--- config.mk ---
export PLATFORM = sky130hd
export DESIGN_NAME = bldc_drive_control
export DESIGN_NICKNAME = d
export VERILOG_FILES = /design/src/bldc_pkg.sv /design/src/bldc_dead_time.sv /design/src/bldc_drive_control.sv
export SDC_FILE = /design/constraint.sdc
export NUM_CORES = 1
export LEC_CHECK = 0
export BUFFER_PORTS_ARGS = -buffer_cell sky130_fd_sc_hd__buf_4
export CAP_MARGIN = 15
export CORE_MARGIN = 2
export CORE_UTILIZATION = 55
export CTS_CLUSTER_SIZE = 20
export DETAILED_ROUTE_END_ITERATION = 8
export MAX_ROUTING_LAYER = met4
export PLACE_DENSITY = 0.7
export SYNTH_ARGS = -nofsm -noshare
export SYNTH_HDL_FRONTEND = slang
export SYNTH_SLANG_ARGS = --single-unit
--- constraint.sdc ---
create_clock -name core_clk -period 7.25 [get_ports core_clk]
set_input_delay 0 -clock core_clk [delete_from_list [all_inputs] [get_ports core_clk]]
set_output_delay 0 -clock core_clk [all_outputs]
set_load 0.05 [all_outputs]
--- src/bldc_pkg.sv ---
// Shared constants and pin, fault, gate and mode types of the brushless drive control block
package bldc_pkg;

   // ------------------------------------------------------------
   // Clock and timing
   // ------------------------------------------------------------
   localparam int CLK_MHZ = 20;
   localparam int REF_NOM_MHZ = 5;
   localparam int DEAD_REF_PERIODS = 6;
   localparam int CP_DIVIDE = 16;
   localparam int CP_W = $clog2(CP_DIVIDE);
   localparam int CARRIER_PERIOD = 248;
   localparam int CARRIER_HALF = CARRIER_PERIOD / 2;
   localparam int DUTY_UNIT_CYC = CLK_MHZ / REF_NOM_MHZ;
   localparam int DUTY_TIMEOUT_UNITS = 1000;
   localparam int FTV_HOLD_US = 13100;
   localparam int FTV_HOLD_CYC = FTV_HOLD_US * CLK_MHZ;
   localparam int FTV_HOLD_W = 20;
   localparam int HALL_PER_W = 21;
   localparam int LEAD_UPDATE_CYCLES = 16;
   localparam logic [4:0] LEAD_MAX_STEP = 5'h0F;

   // ------------------------------------------------------------
   // Values after reset and full-scale duty
   // ------------------------------------------------------------
   localparam logic [2:0] HALL_RESET = 3'h0;
   localparam logic [7:0] DUTY_RESET = 8'h00;
   localparam logic [7:0] DUTY_FULL = 8'hFF;
   localparam logic [3:0] LEAD_RESET = 4'h0;
   localparam logic DIR_RESET = 1'b1;

   // ------------------------------------------------------------
   // Types
   // ------------------------------------------------------------
   typedef struct packed {
      logic start_n;
      logic brake_n;
      logic rotation_dir;
      logic speed_cmd_n;
   } bldc_pins_s;

   typedef struct packed {
      logic undervolt;
      logic thermal;
      logic bounce;
      logic overcur;
   } bldc_fault_s;

   typedef struct packed {
      logic [2:0] hi;
      logic [2:0] lo;
   } bldc_gate_s;

   typedef enum logic [1:0] {
      MODE_STANDBY = 2'b00,
      MODE_NORMAL = 2'b01,
      MODE_BRAKE = 2'b10,
      MODE_OFF = 2'b11
   } bldc_mode_e;

endpackage : bldc_pkg

--- src/bldc_dead_time.sv ---
// Dead interval insertion for one half bridge
`timescale 1ns/1ps
`default_nettype none
module bldc_dead_time #(
   parameter int DEAD_CYC = bldc_pkg::DEAD_REF_PERIODS
) (
   input wire logic core_clk,
   input wire logic rst,
   input wire logic [1:0] want,
   output logic [1:0] drive
);
   import bldc_pkg::*;

   initial begin
      if (DEAD_CYC < 1 || DEAD_CYC > 15) begin
         $error("DEAD_CYC must be 1 to 15");
      end
   end

   localparam logic [3:0] DEAD_LOAD = 4'(DEAD_CYC - 1);

   logic [3:0] cnt;
   wire logic drop = (drive != 2'b00) && (want != drive);
   wire logic take = (drive == 2'b00) && (cnt == 4'h0);

   // Any switch-off opens a full dead interval before the next switch-on
   always_ff @(posedge core_clk or posedge rst) begin
      if (rst) begin
         drive <= 2'b00;
         cnt <= 4'h0;
      end else if (drop) begin
         drive <= 2'b00;
         cnt <= DEAD_LOAD;
      end else if (take) begin
         drive <= want;
      end else if (cnt != 4'h0) begin
         cnt <= cnt - 4'h1;
      end
   end
endmodule : bldc_dead_time
`default_nettype wire

--- src/bldc_drive_control.sv ---
// Gate drive, hall, mode, speed command and lead angle control logic
`timescale 1ns/1ps
`default_nettype none
module bldc_drive_control #(
   parameter int FTV_HOLD = bldc_pkg::FTV_HOLD_CYC,
   parameter int DEAD_CYC = bldc_pkg::DEAD_REF_PERIODS
) (
   input wire logic core_clk,
   input wire logic rst,
   input wire bldc_pkg::bldc_pins_s pins,
   input wire logic hall_phase_a,
   input wire logic hall_phase_b,
   input wire logic hall_phase_c,
   input wire logic hall_open_raw,
   input wire bldc_pkg::bldc_fault_s fault_raw,
   input wire logic mode_180,
   input wire bldc_pkg::bldc_gate_s drive_req,
   input wire logic [4:0] lead_angle_in,
   output var bldc_pkg::bldc_gate_s gate,
   output logic gate_oe,
   output logic charge_pump_clk,
   output logic hall_pulse_out,
   output logic hall_pulse_oe,
   output logic [2:0] hall_latched,
   output logic rotation_dir,
   output logic standby_state,
   output var bldc_pkg::bldc_mode_e drive_mode,
   output logic [7:0] cmd_duty,
   output logic duty_zero,
   output logic lock_release,
   output logic freq_to_voltage_out,
   output logic [3:0] lead_angle_step
);
   import bldc_pkg::*;

   initial begin
      if (FTV_HOLD < 1 || FTV_HOLD >= (1 << FTV_HOLD_W)) begin
         $error("FTV_HOLD out of range");
      end
   end

   localparam logic [FTV_HOLD_W-1:0] FTV_HOLD_V = FTV_HOLD_W'(FTV_HOLD);
   localparam logic [7:0] CAR_LAST = 8'(CARRIER_PERIOD - 1);
   localparam logic [7:0] CAR_HALF = 8'(CARRIER_HALF);
   localparam logic [3:0] UNIT_LAST = 4'(DUTY_UNIT_CYC - 1);
   localparam logic [9:0] IDLE_MAX = 10'(DUTY_TIMEOUT_UNITS);
   localparam logic [3:0] LEAD_LAST = 4'(LEAD_UPDATE_CYCLES - 1);

   // ------------------------------------------------------------
   // Helpers
   // ------------------------------------------------------------
   function automatic logic hall_valid(input logic [2:0] h);
      hall_valid = (h != 3'b000) && (h != 3'b111);
   endfunction : hall_valid

   function automatic logic one_step(input logic [2:0] d);
      one_step = (d == 3'b001) || (d == 3'b010) || (d == 3'b100);
   endfunction : one_step

   // ------------------------------------------------------------
   // Input synchronisers
   // ------------------------------------------------------------
   logic [11:0] sync1;
   logic [11:0] sync2;
   bldc_pins_s pins_s;
   bldc_fault_s fault_s;
   logic hall_open_s;
   logic [2:0] hall_s;
   wire logic [11:0] async_in = {pins, fault_raw, hall_open_raw,
                                 hall_phase_c, hall_phase_b, hall_phase_a};

   always_ff @(posedge core_clk or posedge rst) begin
      if (rst) begin
         sync1 <= 12'hF00;
         sync2 <= 12'hF00;
      end else begin
         sync1 <= async_in;
         sync2 <= sync1;
      end
   end

   assign {pins_s, fault_s, hall_open_s, hall_s} = sync2;

   // ------------------------------------------------------------
   // Operating mode
   // ------------------------------------------------------------
   wire logic hard_off = fault_s.undervolt | fault_s.thermal;
   bldc_mode_e next_mode;
   bldc_gate_s want;
   logic carrier_on;

   // Bounce and overcurrent are left out on purpose: braking survives them
   assign next_mode = pins_s.start_n ? MODE_STANDBY :
                      hard_off ? MODE_OFF :
                      !pins_s.brake_n ? MODE_BRAKE :
                      duty_zero ? MODE_OFF :
                      MODE_NORMAL;

   always_comb begin
      case (drive_mode)
         MODE_NORMAL: begin
            want.hi = drive_req.hi & {3{carrier_on & ~fault_s.overcur}};
            want.lo = drive_req.lo & ~want.hi;
         end
         MODE_BRAKE: begin
            want.hi = 3'b000;
            want.lo = 3'b111;
         end
         default: begin
            want.hi = 3'b000;
            want.lo = 3'b000;
         end
      endcase
   end

   logic [2:0][1:0] pair;

   genvar ph;
   generate
      for (ph = 0; ph < 3; ph++) begin : g_phase
         bldc_dead_time #(
            .DEAD_CYC(DEAD_CYC)
         ) u_dead (
            .core_clk(core_clk),
            .rst(rst),
            .want({want.hi[ph], want.lo[ph]}),
            .drive(pair[ph])
         );
      end
   endgenerate

   assign gate.hi = {pair[2][1], pair[1][1], pair[0][1]};
   assign gate.lo = {pair[2][0], pair[1][0], pair[0][0]};
   assign hall_pulse_out = 1'b0;

   // ------------------------------------------------------------
   // Hall latch and hall pulse
   // ------------------------------------------------------------
   // In 180 mode a step is accepted only as a single-bit move to a legal code, or any legal code from an illegal latch
   wire logic hall_ok = hall_valid(hall_s) &&
                        (!hall_valid(hall_latched) ||
                         one_step(hall_s ^ hall_latched));
   wire logic [2:0] next_hall = !mode_180 ? hall_s :
                                hall_ok ? hall_s : hall_latched;
   logic pa_d;
   wire logic pa_rise = hall_latched[0] & ~pa_d;

   always_ff @(posedge core_clk or posedge rst) begin
      if (rst) begin
         drive_mode <= MODE_STANDBY;
         hall_latched <= HALL_RESET;
         pa_d <= 1'b0;
         gate_oe <= 1'b0;
         hall_pulse_oe <= 1'b0;
         rotation_dir <= DIR_RESET;
         standby_state <= 1'b1;
      end else begin
         drive_mode <= next_mode;
         hall_latched <= next_hall;
         pa_d <= hall_latched[0];
         gate_oe <= ~hall_open_s;
         hall_pulse_oe <= ~pins_s.start_n & ~hall_latched[0];
         rotation_dir <= pins_s.rotation_dir;
         standby_state <= pins_s.start_n;
      end
   end

   // ------------------------------------------------------------
   // Charge pump clock and output carrier
   // ------------------------------------------------------------
   logic [CP_W-1:0] cp_cnt;
   logic [7:0] car_cnt;
   wire logic [7:0] tri_val = (car_cnt < CAR_HALF) ? car_cnt :
                              8'(CAR_LAST - car_cnt);

   // Carrier never looks at the command edges, only at the clock
   assign carrier_on = cmd_duty[7:1] > tri_val[6:0];
   assign charge_pump_clk = cp_cnt[CP_W-1];

   always_ff @(posedge core_clk or posedge rst) begin
      if (rst) begin
         cp_cnt <= '0;
         car_cnt <= 8'h00;
      end else begin
         cp_cnt <= cp_cnt + CP_W'(1);
         car_cnt <= (car_cnt == CAR_LAST) ? 8'h00 : car_cnt + 8'h01;
      end
   end

   // ------------------------------------------------------------
   // Speed command duty measurement
   // ------------------------------------------------------------
   logic [3:0] unit_cnt;
   logic cmd_d;
   logic [7:0] low_cnt;
   logic [9:0] idle_cnt;
   wire logic unit_tick = unit_cnt == UNIT_LAST;
   wire logic cmd_s = pins_s.speed_cmd_n;
   wire logic cmd_fall = cmd_d & ~cmd_s;
   wire logic cmd_rise = ~cmd_d & cmd_s;
   wire logic timeout = idle_cnt == IDLE_MAX;
   wire logic sample_vld = cmd_rise | timeout;
   // A stuck line reads as 0 % when high and 100 % when low
   wire logic [7:0] sample = cmd_rise ? low_cnt :
                             cmd_s ? DUTY_RESET : DUTY_FULL;
   wire logic [7:0] duty_diff = (sample > cmd_duty) ? 8'(sample - cmd_duty)
                                                    : 8'(cmd_duty - sample);
   // Zero is always taken so a stop is never filtered away
   wire logic jitter = mode_180 && (duty_diff <= 8'h01) &&
                       (sample != 8'h00);
   wire logic [7:0] next_duty = (sample_vld && !jitter) ? sample
                                                       : cmd_duty;

   always_ff @(posedge core_clk or posedge rst) begin
      if (rst) begin
         unit_cnt <= 4'h0;
         cmd_d <= 1'b1;
         low_cnt <= 8'h00;
         idle_cnt <= 10'h000;
         cmd_duty <= DUTY_RESET;
         duty_zero <= 1'b1;
      end else begin
         unit_cnt <= unit_tick ? 4'h0 : unit_cnt + 4'h1;
         cmd_d <= cmd_s;
         if (cmd_fall) begin
            low_cnt <= 8'h00;
         end else if (!cmd_s && unit_tick && low_cnt != DUTY_FULL) begin
            low_cnt <= low_cnt + 8'h01;
         end
         if (cmd_fall || cmd_rise) begin
            idle_cnt <= 10'h000;
         end else if (unit_tick && !timeout) begin
            idle_cnt <= idle_cnt + 10'h001;
         end
         cmd_duty <= next_duty;
         duty_zero <= next_duty == 8'h00;
      end
   end

   assign lock_release = duty_zero;

   // ------------------------------------------------------------
   // Eight-times hall pulse and lead angle
   // ------------------------------------------------------------
   logic [FTV_HOLD_W-1:0] hold_cnt;
   logic [HALL_PER_W-1:0] per_cnt;
   logic [HALL_PER_W-1:0] period;
   logic [HALL_PER_W-1:0] oct_cnt;
   logic [3:0] lead_cyc;
   wire logic hold_full = hold_cnt == FTV_HOLD_V;
   wire logic ftv_en = mode_180 && hold_full;
   wire logic oct_hit = oct_cnt >= (period >> 3);
   wire logic lead_update = pa_rise && (lead_cyc == LEAD_LAST);
   wire logic [3:0] lead_clamp = (lead_angle_in > LEAD_MAX_STEP) ?
                                 LEAD_MAX_STEP[3:0] : lead_angle_in[3:0];

   always_ff @(posedge core_clk or posedge rst) begin
      if (rst) begin
         hold_cnt <= '0;
         per_cnt <= '0;
         period <= '0;
         oct_cnt <= '0;
         freq_to_voltage_out <= 1'b0;
         lead_cyc <= 4'h0;
         lead_angle_step <= LEAD_RESET;
      end else begin
         if (!mode_180) begin
            hold_cnt <= '0;
         end else if (!hold_full) begin
            hold_cnt <= hold_cnt + FTV_HOLD_W'(1);
         end
         if (pa_rise) begin
            period <= per_cnt;
            per_cnt <= '0;
         end else if (per_cnt != '1) begin
            per_cnt <= per_cnt + HALL_PER_W'(1);
         end
         oct_cnt <= (pa_rise || oct_hit) ? '0 : oct_cnt + HALL_PER_W'(1);
         freq_to_voltage_out <= ftv_en & (pa_rise | oct_hit);
         if (pa_rise) begin
            lead_cyc <= lead_cyc + 4'h1;
         end
         if (lead_update) begin
            lead_angle_step <= lead_clamp;
         end
      end
   end
endmodule : bldc_drive_control
`default_nettype wire

### Yosys cells after proc, flatten, opt, wreduce, memory -nomap -nowiden

Cells that the tools add are included.

* bits in registers: 188
* output and inout port bits: 32
* word-level logic and storage cells: 186
* bits of input ports: 26

* muxes and demuxes: 39
* bitwise gates (word level): 20
* eq/ne operators: 22
* $lt $le $gt $ge: 6
* reductions and logical operators: 54
* add/sub/neg operators: 15

Operator list (count)
* $mux W21: 3
* $mux W8: 7
* $mux W4: 11
* $add A21 B1 Y21 const B: 2
* $mux W20: 2
* $reduce_bool A2 Y1: 12
* $ge A21 B18 Y1: 1
* $ne A21 B21 Y1 const B: 1
* $add A20 B1 Y20 const B: 1
* $eq A20 B18 Y1 const B: 1
* $mux W10: 2
* $mux W2: 10
* $logic_and A1 B1 Y1: 17
* $add A8 B1 Y8 const B: 2
* $sub A8 B8 Y8: 2
* $add A4 B1 Y4 const B: 3
* $logic_not A4 Y1: 3
* $pmux W6 S2: 1
* $reduce_bool A4 Y1: 3
* $sub A4 B1 Y4 const B: 3
* $add A10 B1 Y10 const B: 1
* $eq A10 B10 Y1 const B: 1
* $eq A8 B8 Y1 const B: 1
* $gt A8 B8 Y1: 1
* 32 further kinds: 65

### Longest topological paths before layout

* depth in word-level cells: 12
* mapped depth: 17
* depth with buffers taken out: 14

### By module

A second synthesis with hierarchy kept.

* cells, all modules: 1004
* area, all modules: 9830.7 µm²

Modules (own cells, without submodules)
* bldc_drive_control: times used 1, cells an instance 887, sequential area each 4144.0 µm², area each 8700.8 µm²
* bldc_dead_time: times used 3, cells an instance 39, sequential area each 150.1 µm², area each 376.6 µm²

### Least setup slack after synthesis

Ideal clock, no wire load.

* kind: register to register
* start: register cmd_d
* end: register cmd_duty[7]
* setup slack: 3872 ps
* path buffers: 3
* library setup time: 125 ps
* required time: 7125 ps
* stages on the path, launching flop included: 17
* arrival time: 3253 ps
* period minus slack after synthesis: 3378 ps
* cells stage by stage: dfstp_2 -> inv_1 -> ha_1 -> buf_4 -> nor2b_1 -> buf_2 -> nor2_1 -> ha_1 -> fa_1 -> nand2b_1 -> a21oi_1 -> nand2_1 -> o2111ai_1 -> nor4_1 -> a211oi_1 -> buf_6 -> mux2_4

* cells in the longest elaborated chain, start to end: 11
* elaborated cells on any way between the ends: 15
* classes of those cells: 2 x add/sub; 2 x order compare; 3 x mux; 3 x bitwise; 5 x reduce/logical

RTL lines
* start, declared: RTL line bldc_drive_control.sv:194 `logic cmd_d;`
* start signal, assigned: RTL line bldc_drive_control.sv:224 `cmd_d <= cmd_s;`
* $not A1 Y1 (*): RTL line bldc_drive_control.sv:200 `wire logic cmd_rise = ~cmd_d & cmd_s;`
* $and A1 B1 Y1 (*): RTL line bldc_drive_control.sv:200
* $mux W8: RTL line bldc_drive_control.sv:204 `wire logic [7:0] sample = cmd_rise ? low_cnt :`
* $sub A8 B8 Y8 (tied with other cells): RTL line bldc_drive_control.sv:207 `: 8'(cmd_duty - sample);`
* $mux W8: RTL line bldc_drive_control.sv:206 `wire logic [7:0] duty_diff = (sample > cmd_duty) ? 8'(sample - cmd_duty)`
* $le A8 B1 Y1: RTL line bldc_drive_control.sv:209 `wire logic jitter = mode_180 && (duty_diff <= 8'h01) &&`
* $logic_and A1 B1 Y1 (2 in series): RTL line bldc_drive_control.sv:209
* $logic_not A1 Y1: RTL line bldc_drive_control.sv:211 `wire logic [7:0] next_duty = (sample_vld && !jitter) ? sample`
* $logic_and A1 B1 Y1: RTL line bldc_drive_control.sv:211
* $mux W8 (*): RTL line bldc_drive_control.sv:211
* named net next_duty[7]: RTL line bldc_drive_control.sv:211
* end signal, assigned: RTL line bldc_drive_control.sv:235 `cmd_duty <= next_duty;`
* end, declared: RTL line bldc_drive_control.sv:28 `output logic [7:0] cmd_duty,`

Mark *: on every way through the listed nets, which the timed path passes. The rest lies on a longest branch.
A chain may end at the register's enable or synchronous reset.

### Worst setup path after layout

Same ends and word-level chain as after synthesis.

==> impl_metrics.env <==
export IMPL_status="finished, final reports clean"
export IMPL_synth_flop_cell="dfrtp_1"
export IMPL_netlist_area_leader_share_pct=44.0
export IMPL_whs_ns=0.0667
export IMPL_numCtsBuffers=17
export IMPL_area_delta_synth_final_pct=14.9
export IMPL_post_cts_resized=0
export IMPL_fillers=1429
export IMPL_synth_top_family_by_area="simple AND/OR/NAND/NOR gates"
export IMPL_synth_area_leaders="dfrtp_1 44%, ha_1 8.1%, xnor2_1 4.6%, nand2_1 3.5%, nor2_1 3.4%"
export IMPL_pwr_share_seq_pct=42.6
export IMPL_ys_seq_elements=183
export IMPL_critPathLaunchType="flop"
export IMPL_cts_tree="built"
export IMPL_synth_edf_count=0
export IMPL_synth_compound_area_share_pct=10.3
export IMPL_final_nets=1171
export IMPL_yosys_mux_area_fraction_pct=1.98
export IMPL_dp_hpwl_mm=12.9
export IMPL_swShare_pct=31.3
export IMPL_worstSetupEndpointType="flop"
export IMPL_drive_gt1_share_pct=10.7
export IMPL_cts_buffer_depth=2
export IMPL_crit_fanout=10
export IMPL_pin_count=58
export IMPL_wl_per_cell_um=14.2
export IMPL_die_area_um2=18800
export IMPL_avgSynthCellArea_um2=9.67
export IMPL_vias=7158
export IMPL_clk_pin_slew_ns=0.07
export IMPL_tns_ns=0
export IMPL_crit_required_ns=7.56
export IMPL_post_synth_xor_area_fraction_pct=7.64
export IMPL_wl_mm=18.8
export IMPL_synthArstFlopShare_pct=100
export IMPL_cts_htree_levels=4
export IMPL_drtIter0Drc=388
export IMPL_drt_first_pass_iters=5
export IMPL_worst_setup_path_type="flop to flop"
export IMPL_synth_seq_area_share_pct=47.2
export IMPL_powerDensity_nw_per_um2=255
export IMPL_initial_core_util_pct=56.2
export IMPL_portBuffers=55
export IMPL_power_frac_comb_pct=24.0
export IMPL_drc_errors=0
export IMPL_hold_viol=0
export IMPL_cts_num_sinks=183
export IMPL_via_per_inst=5.43
export IMPL_rows=48
export IMPL_postRouteAntennaNets=0
export IMPL_cts_root_buf="clkbuf_16"
export IMPL_grt_pass1_vias=6890
export IMPL_drv_cap=0
export IMPL_grt_total_usage_pct=22.0
export IMPL_yosys_area_top_type="dfrtp_1"
export IMPL_holdCritPathClass="primary input to flop"
export IMPL_finalCritPeriodShare_pct=60.6
export IMPL_internal_power_uw=1960
export IMPL_synthAdderAreaFrac_pct=8.52
export IMPL_cts_hold_fix_buffers=24
export IMPL_p_clk_share_pct=33.4
export IMPL_switching_power_uw=891
export IMPL_antenna_cells=0
export IMPL_yosysMostFrequentCell="dfrtp_1"
export IMPL_synthSimpleGateAreaFrac_pct=19.9
export IMPL_design_core_area_um2=17300
export IMPL_fmax_ghz=0.228
export IMPL_syn_area_um2=9730
export IMPL_setup_violations=0
export IMPL_die_w_um=137
export IMPL_ir_worst_vdd_v=0.000221
export IMPL_cp_arrival_ns=4.70
export IMPL_grt_max_degree=104
export IMPL_syn_inst=1006
export IMPL_worst_slew_pin_slew_ns=1.04
export IMPL_maxSlewHeadroom_pct=30.6
export IMPL_skew_ns=0.00762
export IMPL_place_congestion=0.914
export IMPL_slew_viol_final=0
export IMPL_synth_common_cells="171 x dfrtp_1, 90 x nand2_1, 88 x nor2_1"
export IMPL_p_leak_uw=0.00503
export IMPL_clock_latency_ns=0.42
export IMPL_die_h_um=137
export IMPL_grt_pass1_wl_mm=32.3
export IMPL_post_route_cell_area_um2=11200
export IMPL_placed_cell_area_um2=10300
export IMPL_overflow=0
export IMPL_rsz0062_at_grt="false"
export IMPL_min_period_ns=4.39
export IMPL_antenna_found_initial=0
export IMPL_yosysWarnings=0
export IMPL_postCtsSetupRepairBufs=0
export IMPL_yosysUniqueCellTypes=60
## worst paths after layout
check	startpoint	end	slack, ns	depth (start not counted)
setup reg to reg	cmd_d$_DFF_PP1_	cmd_duty[7]$_DFF_PP0_	2.86	13
hold / removal	drive_req[1]	g_phase[1].u_dead.drive[0]$_DFFE_PP0P_	0.07	5
setup / recovery	cmd_d$_DFF_PP1_	cmd_duty[7]$_DFF_PP0_	2.86	13
min in group asynchronous	rst	lead_angle_step[3]$_DFFE_PP0P_	0.24	3
hold reg to reg	sync1[1]$_DFF_PP0_	sync2[1]$_DFF_PP0_	0.35	0
max in group asynchronous	rst	cp_cnt[1]$_DFF_PP0_	5.51	4
## final cells by class
class | instances | area [um^2] | share of cell area (%)
Inverter | 73 | 282 | 2.52
Clock inverter | 10 | 144 | 1.29
Sequential cell | 183 | 4590 | 41.1
Timing Repair Buffer | 83 | 683 | 6.11
Tap cell | 225 | 282 | 2.52
Clock buffer | 22 | 464 | 4.15
Multi-Input combinational cell | 722 | 4730 | 42.3
## cells in the final DEF, fill, tap and decap left out, types with 9 or more instances in the layout
cell type,instances
a211oi_1,10
a21oi_1,52
and2_1,26
buf_4,59
clkbuf_16,17
dfrtp_1,171
dfstp_2,12
dlygate4sd3_1,24
ha_1,63
inv_1,72
mux2i_1,11
nand2_1,90
nand3_1,37
nand4_1,31
nor2_1,88
nor2b_1,12
nor3_1,43
o21ai_0,47
o31ai_1,9
or3_1,16
xnor2_1,51
xor2_1,32
## per-stage QoR
| step | total power [uW] | setup WS [ns] | util, % | std cells |
|---|---|---|---|---|
| 2_1_floorplan | 1740 | 2.30 | - | 1008 |
| 3_3_place_gp | 1890 | 2.96 | 59.7 | 1262 |
| 3_5_place_dp | 1900 | 2.88 | 59.7 | 1262 |
| 4_1_cts | 2870 | 2.85 | 64.6 | 1318 |
| 5_1_grt | 3020 | 2.46 | 64.6 | 1318 |
| 6_report | 2850 | 2.86 | 64.6 | 1318 |
## critical path, stage by stage (launching register included)
cell and delay (ns):
dfstp_2 0.53, inv_1 0.04, ha_1 0.28, nor2b_1 0.45, nor2_1 0.16, ha_1 0.24, fa_1 0.45, nand2b_1 0.17
a21oi_1 0.30, nand2_1 0.10, o2111ai_1 0.23, nor4_1 0.10, a211oi_2 0.86, mux2_4 0.35
## registers in the layout (all words and copies together), names as in the netlist, 8 cells and up
| name | flops |
|---|---|
| cmd_duty | 8 |
| g_phase.u_dead.cnt | 12 |
| idle_cnt | 10 |
| hold_cnt | 20 |
| car_cnt | 8 |
| low_cnt | 8 |
| sync2 | 11 |
| sync1 | 11 |
| period | 18 |
| oct_cnt | 21 |
| per_cnt | 21 |
## routing by layer
metal  GRT usage (%)  share of wire (%)
met3            3.63                2.8
met1            29.9                 49
met5               -                  0
met4            5.27                1.2
met2            34.8                 47
## logic make-up (layout without fill, tap and decap cells)
| family | after synthesis | count (layout) |
|---|---|---|
| XOR/XNOR | 84 | 84 |
| flip-flops | 183 | 183 |
| AO/OA/AOI/OAI | 163 | 163 |
| adder cells (fa/ha/maj) | 65 | 65 |
| buffers and inverters | 103 | 188 |
| AND/OR/NAND/NOR | 389 | 389 |
| other | 1 | 3 |
| multiplexers | 18 | 18 |
## power groups by stage
stage	sequential (uW)	combinational [uW]	clock, uW
after floorplan	1290	448	0
after global placement	1230	660	0
after detailed placement	1230	675	0
after CTS	1210	687	972
after global routing	1230	774	1020
final	1210	683	952
No activity file was read; power rests on OpenSTA's default activity.
